## config.mk

```make
export PLATFORM = sky130hd
export DESIGN_NAME = ubp_pin_functions
export DESIGN_NICKNAME = d
export VERILOG_FILES = /design/src/rtl/ubp_pkg.sv /design/src/rtl/ubp_pin_functions.sv
export SDC_FILE = /design/constraint.sdc
export NUM_CORES = 1
export LEC_CHECK = 0
export BUFFER_PORTS_ARGS = -buffer_cell sky130_fd_sc_hd__buf_2
export CAP_MARGIN = 20
export CORE_MARGIN = 5
export CORE_UTILIZATION = 46
export DETAILED_ROUTE_END_ITERATION = 6
export PLACE_DENSITY = 0.83
export SLEW_MARGIN = 15
export SYNTH_ARGS = -nofsm -noshare
export SYNTH_HDL_FRONTEND = slang
export SYNTH_SLANG_ARGS = --single-unit
```

## constraint.sdc

```tcl
create_clock -name ref_clk -period 1.6 [get_ports ref_clk]
set_clock_uncertainty 0.1 [all_clocks]
set_input_delay 0.24 -clock ref_clk [delete_from_list [all_inputs] [get_ports ref_clk]]
set_output_delay 0.24 -clock ref_clk [all_outputs]
set_load 0.05 [all_outputs]
```

## src/rtl/ubp_pkg.sv

```systemverilog
// Shared constants for the serial-bus bridge pin-function block.
package ubp_pkg;
    // Synchronised pin vector layout.
    localparam int SYNC_W     = 13;
    localparam int S_HOST_SEL = 0;
    localparam int S_A0       = 1;
    localparam int S_A1       = 2;
    localparam int S_HCLK     = 3;
    localparam int S_SDA      = 4;
    localparam int S_IO_LO    = 5;
    // Programmable I/O pins and modem line positions.
    localparam int IO_W       = 8;
    localparam int IO_DSR     = 4;
    localparam int IO_DTR     = 5;
    localparam int IO_CD      = 6;
    localparam int IO_RI      = 7;
    localparam int MODEM_LO   = 4;
    // Register bit positions.
    localparam int REG_W          = 8;
    localparam int MCR_RTS_BIT    = 1;
    localparam int EFR_ARTS_BIT   = 6;
    localparam int IOC_MODEM_BIT  = 1;
    // Interrupt source positions.
    localparam int EVT_W      = 5;
    localparam int EVT_IO     = 0;
    localparam int EVT_RXERR  = 1;
    localparam int EVT_RXDATA = 2;
    localparam int EVT_TXROOM = 3;
    localparam int EVT_MODEM  = 4;
    // SPI byte framing.
    localparam int BYTE_W     = 8;
    localparam logic [2:0] BIT_LAST = 3'h7;
    localparam logic [2:0] BIT_FIRST = 3'h0;
    // Reset values.
    localparam logic [SYNC_W-1:0] SYNC_RST = 13'h0007;
    localparam logic [BYTE_W-1:0] BYTE_RST = 8'h00;
    localparam logic [EVT_W-1:0]  EVT_RST  = 5'h00;
    localparam logic [IO_W-1:0]   IO_RST   = 8'h00;
endpackage : ubp_pkg

```

## src/rtl/ubp_pin_functions.sv

```systemverilog
// Pin-level host port, interrupt, request-to-send and programmable I/O logic of the bridge.
`timescale 1ns/1ns
module ubp_pin_functions (
    input  wire logic                       ref_clk,
    input  wire logic                       rst,
    input  wire logic                       host_sel,
    input  wire logic                       select_or_addr_bit0,
    input  wire logic                       serial_in_or_addr_bit1,
    input  wire logic                       host_clk,
    input  wire logic                       sda_in,
    output logic                            sda_out,
    output logic                            sda_oe,
    input  wire logic                       i2c_sda_drive_low,
    output logic                            serial_out,
    output logic                            serial_out_oe,
    input  wire logic [ubp_pkg::BYTE_W-1:0] spi_tx_byte,
    output logic [ubp_pkg::BYTE_W-1:0]      spi_rx_byte,
    output logic                            spi_rx_valid,
    output logic                            i2c_mode,
    output logic [1:0]                      i2c_base_addr,
    output logic                            scl_level,
    output logic                            sda_level,
    output logic                            irq_n_out,
    output logic                            irq_n_oe,
    input  wire logic [ubp_pkg::EVT_W-1:0]  interrupt_enable_reg,
    input  wire logic                       rx_error_evt,
    input  wire logic                       rx_data_evt,
    input  wire logic                       tx_room_evt,
    input  wire logic [ubp_pkg::EVT_W-1:0]  int_clear,
    output logic [ubp_pkg::EVT_W-1:0]       int_pending,
    input  wire logic [ubp_pkg::REG_W-1:0]  modem_control_reg,
    input  wire logic [ubp_pkg::REG_W-1:0]  enhanced_feature_reg,
    input  wire logic                       rx_fifo_has_room,
    output logic                            rts_n,
    output logic                            rts_flow_active,
    input  wire logic [ubp_pkg::REG_W-1:0]  io_control_reg,
    input  wire logic [ubp_pkg::IO_W-1:0]   prog_io_dir,
    input  wire logic [ubp_pkg::IO_W-1:0]   prog_io_value,
    input  wire logic                       terminal_ready_value,
    input  wire logic [ubp_pkg::IO_W-1:0]   prog_io_in,
    output logic [ubp_pkg::IO_W-1:0]        prog_io_out,
    output logic [ubp_pkg::IO_W-1:0]        prog_io_oe,
    output logic [ubp_pkg::IO_W-1:0]        prog_io_level,
    output logic [3:0]                      modem_status
);

    // ------------------------------------------------------------------
    // Pin synchronisers
    // ------------------------------------------------------------------

    logic [ubp_pkg::SYNC_W-1:0] sync_a;
    logic [ubp_pkg::SYNC_W-1:0] sync_b;
    logic [ubp_pkg::SYNC_W-1:0] pins;

    // Every external pin passes two flip-flops; only sync_b is read by logic.
    assign pins = {prog_io_in, sda_in, host_clk, serial_in_or_addr_bit1, select_or_addr_bit0, host_sel};

    // The stages are not reset, so the strap is already settled when reset ends.
    always_ff @(posedge ref_clk) begin
        sync_a <= pins;
        sync_b <= sync_a;
    end

    // ------------------------------------------------------------------
    // Strap capture and shared pin decoding
    // ------------------------------------------------------------------

    logic       strap_taken;
    logic       next_strap_taken;
    logic       next_i2c_mode;
    logic [1:0] next_i2c_base_addr;
    logic       hclk_prev;
    logic       cs_active;
    logic       hclk_rise;
    logic       hclk_fall;
    logic [ubp_pkg::IO_W-1:0] io_sync;
    logic [ubp_pkg::IO_W-1:0] io_prev;

    assign io_sync = sync_b[ubp_pkg::S_IO_LO +: ubp_pkg::IO_W];
    assign cs_active = !i2c_mode && strap_taken && !sync_b[ubp_pkg::S_A0];
    assign hclk_rise = sync_b[ubp_pkg::S_HCLK] && !hclk_prev;
    assign hclk_fall = !sync_b[ubp_pkg::S_HCLK] && hclk_prev;
    assign scl_level = sync_b[ubp_pkg::S_HCLK];
    assign sda_level = sync_b[ubp_pkg::S_SDA];

    // The strap is caught once, on the first cycle after reset release.
    always_comb begin
        next_strap_taken   = 1'b1;
        next_i2c_mode      = i2c_mode;
        next_i2c_base_addr = i2c_base_addr;
        if (!strap_taken) begin
            next_i2c_mode = sync_b[ubp_pkg::S_HOST_SEL];
        end
        if (i2c_mode && strap_taken) begin
            next_i2c_base_addr = {sync_b[ubp_pkg::S_A1], sync_b[ubp_pkg::S_A0]};
        end
    end

    always_ff @(posedge ref_clk) begin
        if (rst) begin
            strap_taken   <= 1'b0;
            i2c_mode      <= 1'b0;
            i2c_base_addr <= 2'h0;
            hclk_prev     <= sync_b[ubp_pkg::S_HCLK];  // No false clock edge after reset.
            io_prev       <= io_sync;                  // No false pin change after reset.
        end else begin
            strap_taken   <= next_strap_taken;
            i2c_mode      <= next_i2c_mode;
            i2c_base_addr <= next_i2c_base_addr;
            hclk_prev     <= sync_b[ubp_pkg::S_HCLK];
            io_prev       <= io_sync;
        end
    end

    // ------------------------------------------------------------------
    // SPI mode 0 shifter
    // ------------------------------------------------------------------

    logic [2:0]                 bit_cnt;
    logic [2:0]                 next_bit_cnt;
    logic [ubp_pkg::BYTE_W-1:0] rx_shift;
    logic [ubp_pkg::BYTE_W-1:0] next_rx_shift;
    logic [ubp_pkg::BYTE_W-1:0] tx_shift;
    logic [ubp_pkg::BYTE_W-1:0] next_tx_shift;
    logic [ubp_pkg::BYTE_W-1:0] next_spi_rx_byte;
    logic                       next_spi_rx_valid;
    logic                       cs_prev;

    // Data is taken on rising clock edges and shifted out on falling ones.
    always_comb begin
        next_bit_cnt      = bit_cnt;
        next_rx_shift     = rx_shift;
        next_tx_shift     = tx_shift;
        next_spi_rx_byte  = spi_rx_byte;
        next_spi_rx_valid = 1'b0;
        if (!cs_active) begin
            next_bit_cnt = ubp_pkg::BIT_FIRST;
        end else if (!cs_prev) begin
            next_tx_shift = spi_tx_byte;
        end else if (hclk_rise) begin
            next_rx_shift = {rx_shift[ubp_pkg::BYTE_W-2:0], sync_b[ubp_pkg::S_A1]};
            next_bit_cnt  = bit_cnt + 3'h1;
            if (bit_cnt == ubp_pkg::BIT_LAST) begin
                next_spi_rx_byte  = {rx_shift[ubp_pkg::BYTE_W-2:0], sync_b[ubp_pkg::S_A1]};
                next_spi_rx_valid = 1'b1;
            end
        end else if (hclk_fall) begin
            if (bit_cnt == ubp_pkg::BIT_FIRST) begin
                next_tx_shift = spi_tx_byte;
            end else begin
                next_tx_shift = {tx_shift[ubp_pkg::BYTE_W-2:0], 1'b0};
            end
        end
    end

    always_ff @(posedge ref_clk) begin
        if (rst) begin
            bit_cnt      <= ubp_pkg::BIT_FIRST;
            rx_shift     <= ubp_pkg::BYTE_RST;
            tx_shift     <= ubp_pkg::BYTE_RST;
            spi_rx_byte  <= ubp_pkg::BYTE_RST;
            spi_rx_valid <= 1'b0;
            cs_prev      <= 1'b0;
        end else begin
            bit_cnt      <= next_bit_cnt;
            rx_shift     <= next_rx_shift;
            tx_shift     <= next_tx_shift;
            spi_rx_byte  <= next_spi_rx_byte;
            spi_rx_valid <= next_spi_rx_valid;
            cs_prev      <= cs_active;
        end
    end

    assign serial_out    = tx_shift[ubp_pkg::BYTE_W-1];
    assign serial_out_oe = cs_active;
    assign sda_out       = 1'b0;
    assign sda_oe        = i2c_mode && strap_taken && i2c_sda_drive_low;

    // ------------------------------------------------------------------
    // Interrupt sources and open-drain request line
    // ------------------------------------------------------------------

    logic                      modem_sel;
    logic [ubp_pkg::EVT_W-1:0] evt;
    logic [ubp_pkg::EVT_W-1:0] next_int_pending;
    logic                      next_irq;
    logic [ubp_pkg::IO_W-1:0]  io_changed;
    logic [ubp_pkg::IO_W-1:0]  modem_mask;

    assign modem_sel  = io_control_reg[ubp_pkg::IOC_MODEM_BIT];
    assign modem_mask = modem_sel ? {{(ubp_pkg::IO_W - ubp_pkg::MODEM_LO){1'b1}}, {ubp_pkg::MODEM_LO{1'b0}}}
                                  : ubp_pkg::IO_RST;
    assign io_changed = (io_sync ^ io_prev) & ~prog_io_dir;

    // Sticky flags; a new event in the clearing cycle keeps its flag set.
    always_comb begin
        evt                     = ubp_pkg::EVT_RST;
        evt[ubp_pkg::EVT_IO]     = |(io_changed & ~modem_mask);
        evt[ubp_pkg::EVT_RXERR]  = rx_error_evt;
        evt[ubp_pkg::EVT_RXDATA] = rx_data_evt;
        evt[ubp_pkg::EVT_TXROOM] = tx_room_evt;
        evt[ubp_pkg::EVT_MODEM]  = |((io_sync ^ io_prev) & modem_mask);
        next_int_pending = (int_pending & ~int_clear) | evt;
        next_irq = |(int_pending & interrupt_enable_reg);
    end

    always_ff @(posedge ref_clk) begin
        if (rst) begin
            int_pending <= ubp_pkg::EVT_RST;
            irq_n_oe    <= 1'b0;
        end else begin
            int_pending <= next_int_pending;
            irq_n_oe    <= next_irq;
        end
    end

    assign irq_n_out = 1'b0;

    // ------------------------------------------------------------------
    // Request-to-send
    // ------------------------------------------------------------------

    logic next_rts_n;
    logic auto_rts;

    assign auto_rts = enhanced_feature_reg[ubp_pkg::EFR_ARTS_BIT];

    always_comb begin
        if (auto_rts) begin
            next_rts_n = !rx_fifo_has_room;
        end else begin
            next_rts_n = !modem_control_reg[ubp_pkg::MCR_RTS_BIT];
        end
    end

    always_ff @(posedge ref_clk) begin
        if (rst) begin
            rts_n           <= 1'b1;
            rts_flow_active <= 1'b0;
        end else begin
            rts_n           <= next_rts_n;
            rts_flow_active <= auto_rts;
        end
    end

    // ------------------------------------------------------------------
    // Programmable I/O and modem lines
    // ------------------------------------------------------------------

    logic [ubp_pkg::IO_W-1:0] next_prog_io_out;
    logic [ubp_pkg::IO_W-1:0] next_prog_io_oe;

    always_comb begin
        next_prog_io_out = prog_io_value;
        next_prog_io_oe  = prog_io_dir;
        if (modem_sel) begin
            next_prog_io_oe[ubp_pkg::IO_DSR]  = 1'b0;
            next_prog_io_oe[ubp_pkg::IO_CD]   = 1'b0;
            next_prog_io_oe[ubp_pkg::IO_RI]   = 1'b0;
            next_prog_io_oe[ubp_pkg::IO_DTR]  = 1'b1;
            next_prog_io_out[ubp_pkg::IO_DTR] = terminal_ready_value;
        end
    end

    always_ff @(posedge ref_clk) begin
        if (rst) begin
            prog_io_out <= ubp_pkg::IO_RST;
            prog_io_oe  <= ubp_pkg::IO_RST;
        end else begin
            prog_io_out <= next_prog_io_out;
            prog_io_oe  <= next_prog_io_oe;
        end
    end

    assign prog_io_level = io_sync;
    assign modem_status  = io_sync[ubp_pkg::MODEM_LO +: 4];

    // ------------------------------------------------------------------
    // Assertions
    // ------------------------------------------------------------------

    AST_RTS_RESET: assert property (@(posedge ref_clk) rst |=> rts_n)
        else $error("Request-to-send not high after reset.");
    AST_RTS_MANUAL: assert property (@(posedge ref_clk) disable iff (rst)
        (!auto_rts && modem_control_reg[ubp_pkg::MCR_RTS_BIT]) |=> !rts_n)
        else $error("Manual request-to-send did not drive low.");
    AST_RTS_AUTO: assert property (@(posedge ref_clk) disable iff (rst)
        auto_rts |=> (rts_n == !$past(rx_fifo_has_room)))
        else $error("Automatic request-to-send ignores fifo room.");
    AST_IRQ_GATE: assert property (@(posedge ref_clk) disable iff (rst)
        irq_n_oe |-> |($past(int_pending) & $past(interrupt_enable_reg)))
        else $error("Interrupt asserted with no enabled pending source.");
    AST_PEND_HOLD: assert property (@(posedge ref_clk) disable iff (rst)
        rx_data_evt |=> int_pending[ubp_pkg::EVT_RXDATA])
        else $error("Receive data event lost.");
    AST_SO_RELEASE: assert property (@(posedge ref_clk) disable iff (rst)
        sync_b[ubp_pkg::S_A0] |-> !serial_out_oe)
        else $error("Data out driven while deselected.");
    AST_SDA_I2C: assert property (@(posedge ref_clk) disable iff (rst)
        sda_oe |-> i2c_mode && !sda_out)
        else $error("Data pin driven outside I2C mode.");
    AST_SPI_BYTE: assert property (@(posedge ref_clk) disable iff (rst)
        spi_rx_valid |-> ($past(bit_cnt) == ubp_pkg::BIT_LAST) && !i2c_mode)
        else $error("SPI byte completed at wrong bit count.");
    AST_MODEM_DIR: assert property (@(posedge ref_clk) disable iff (rst)
        modem_sel ##1 modem_sel |-> prog_io_oe[ubp_pkg::IO_DTR] && !prog_io_oe[ubp_pkg::IO_DSR])
        else $error("Modem line directions wrong.");

endmodule : ubp_pin_functions

```

==> summary.md <==
| Metric | Value |
|---|---|
| CTS tree | `built` |
| Antenna Cells | `0` |
| Mapped Area | `between 2000 and 3000 µm²` |
| Clk slew on worst S/H paths | `~90 ps` |
| DR vias | `~2200` |
| Status | `completed` |
| Final Hold Fails | `0` |
| Clock Tree Root | `clkbuf_8` |
| Dpl ws | `154 ps` |
| Vias per std cell | `4.60` |
| Worst vdd ir | `roughly 0.86 mV` |
| Crit Path Category | `reg -> out` |
| Number of flops mapped to enable cells by yosys | `0` |
| Synth Area per Inst | `roughly 11 µm²` |
| Minimum clock period | `~1500 ps` |
| Die W | `about 90 µm` |
| IO Count | `about 130` |
| Pre-antenna DRT Iters | `4` |
| Achievable clock frequency | `about 0.65 GHz` |
| Overall power | `4.50 mW` |
| Largest net degree at the start of global routing | `22` |
| CP bufs+invs | `2` |
| Share of layout cells above drive strength 1 | `36.3%` |
| Async SR Flop Fraction | `0%` |
| Die Y | `89.7 µm` |
| Clock Tree Buf Depth | `2` |
| Iter 0 DRT Violations | `60` |
| Worst endpoint data arrival time | `roughly 1200 ps` |
| Netlist cell types | `32` |
| Cell Pwr Density | `approximately 1100 nW/µm²` |
| Cell taking the most area after synthesis | `dfxtp_1` |
| Clk Latency, worst-skew pair | `~340 ps` |
| Area of the multi-input gates | `about 910 µm²` |
| Worst setup margin | `slightly above 60 ps` |
| Top_reg_cell synth | `dfxtp_1` |
| First-pass GRT wire length | `between 9000 and 10000 µm` |
| Final setup viols | `0` |
| Die area | `8040 µm²` |
| Hold WS | `between 15 and 20 ps` |
| Routed wire length | `just over 6000 µm` |
| Post-synthesis instance total | `between 200 and 300` |
| RSZ-0062 raised after global routing | `true` |
| FP Rows | `29` |
| Final period util | `around 96%` |
| CP peak stage delay | `around 360 ps` |
| Core box area | `around 6300 µm²` |
| Worst Hold Class | `in -> reg` |
| Seq. cell area | `~1800 µm²` |
| H-tree depth | `3` |
| Top cell type's share of synthesized area | `between 60 and 70%` |
| Hpwl dp | `4340 µm` |
| Number of port buffers | `110` |
| Leak pwr | `1.93 nW` |
| Worst Setup End Kind | `primary output` |
| Routed WL per cell | `12.8 µm` |
| Synth cell count leaders | `dfxtp_1, nor2_1, mux2i_1, a21oi_1, buf_4` |
| Crit start category | `flop` |
| Tot GR Track Use | `approximately 16%` |
| DRC | `0` |
| Top-count cell post-synth | `dfxtp_1` |
| Filler cells | `496` |
| RePlAce Congestion | `0.741` |
| Area growth from synthesis to layout | `35.3%` |
| CP cell instances | `buf_4 -> and3_1 -> clkbuf_4` |
| Top cells by area, synth | `dfxtp_1, mux2i_1, buf_4` |
| Initial core utilization | `46.5%` |
| Post-route ant nets | `0` |
| Sequential share of the synthesized area | `about 62%` |
| TritonCTS Buffers | `9` |
| Setup TNS | `0 ps` |
| Final nets | `between 400 and 500` |
| Worst R2R Setup Slack | `between 150 and 200 ps` |
| Worst-path maximum fanout | `5` |
| Vias in the first global route | `2172` |
| CP required | `~1300 ps` |
| CTS Sinks | `around 90` |
| FF+latch count, synth | `91` |
| Slowest CP cell | `dfxtp_2` |
| Maxcap violations | `0` |
| Grt ovf | `0` |
| Antenna violations before repair | `0` |
| Cell family with most CP delay | `flip-flops` |
| Slew Viols, Final | `0` |
| Final Util | `a little over three fifths` |
| YS warnings | `0` |
-- cells by family (layout without fill, tap and decap cells) --
kind of cell | after synthesis | in the layout | share of synthesized area (%)
compound gates | 34 | 34 | 8.23
other cells | 1 | 2 | 0.128
flops | 91 | 91 | 62.4
buf+inv | 37 | 170 | 6.94
fa+ha+maj | 3 | 3 | 1.29
mux | 19 | 19 | 6.56
xor+xnor | 9 | 9 | 2.70
simple gates | 72 | 72 | 11.8
-- cell type report --
cell class	instances	area share [%]
clock buffer	9	3.14
multi-input combinational	139	22.9
sequential	91	46.2
tap	77	2.44
clock inverter	7	1.93
inverter	13	1.24
timing repair buffer	141	22.1
-- where the power goes --
| part | switching (mW) | total (mW) | internal [mW] |
|---|---|---|---|
| clock | 0.784 | 1.51 | 0.729 |
| sequential | 0.0479 | 2.41 | 2.37 |
| combinational | 0.369 | 0.576 | 0.208 |
| total | 1.20 | 4.50 | 3.30 |
-- worst register-to-register path, cell delays in order (launching register included) --
cell      delay [ps]
dfxtp_1          370
inv_1             60
ha_1             190
inv_1             60
o21ai_2           50
buf_4            180
mux2i_1          130
a211oi_1         230
-- registers in the layout, summed over array words and instances, names as in the netlist, 2 cells and up --
name,cells
bit_cnt,3
i2c_base_addr,2
int_pending,5
io_prev,8
prog_io_oe,8
prog_io_out,8
rx_shift,7
spi_rx_byte,8
sync_a,13
sync_b,13
tx_shift,8
-- metrics by stage --
stage,instances,area (µm²)
detailed placement,439,3500
floorplan,267,2930
global placement,439,3500
global route,477,3950
finish,477,3950
CTS,475,3910
-- metal layers --
metal / vias to the layer above / share of wire (%) / global-route usage [%]
li1: 1122 / - / -
met1: 1008 / 39 / 17.5
met2: 56 / 55 / 27.5
met3: 8 / 4.6 / 3.28
met4: 0 / 1.4 / 9.47
met5: - / 0 / 0
-- final timing paths --
path | start | end | cells past startpoint
setup / recovery | i2c_mode | sda_oe | 3
hold / removal | prog_io_value[6] | prog_io_out[6] | 2
setup reg to reg | bit_cnt[0] | tx_shift[1] | 7
hold reg to reg | sync_a[1] | sync_b[1] | 0
-- layout by cell type (no fill, tap or decap), types with 4 or more instances in the layout --
cell type and n:
buf_2 108, dfxtp_1 89, nor2_1 26, dlygate4sd3_1 20, mux2i_1 18, a21oi_1 17, inv_1 13, nand2_1 13
nor2b_1 12, nand3_1 11, clkbuf_8 9, buf_4 8, xnor2_1 5, a211oi_1 5, nand2b_1 4, xor2_1 4
-- repair_timing --
item                                    4_1_cts  5_1_grt
endpoints found under the setup margin        1        6
endpoints found under the hold margin        20        0
gates resized for setup                       2        5
hold buffers                                 20        0
setup buffers                                 0        2
Power figures use the tool's default switching activity.
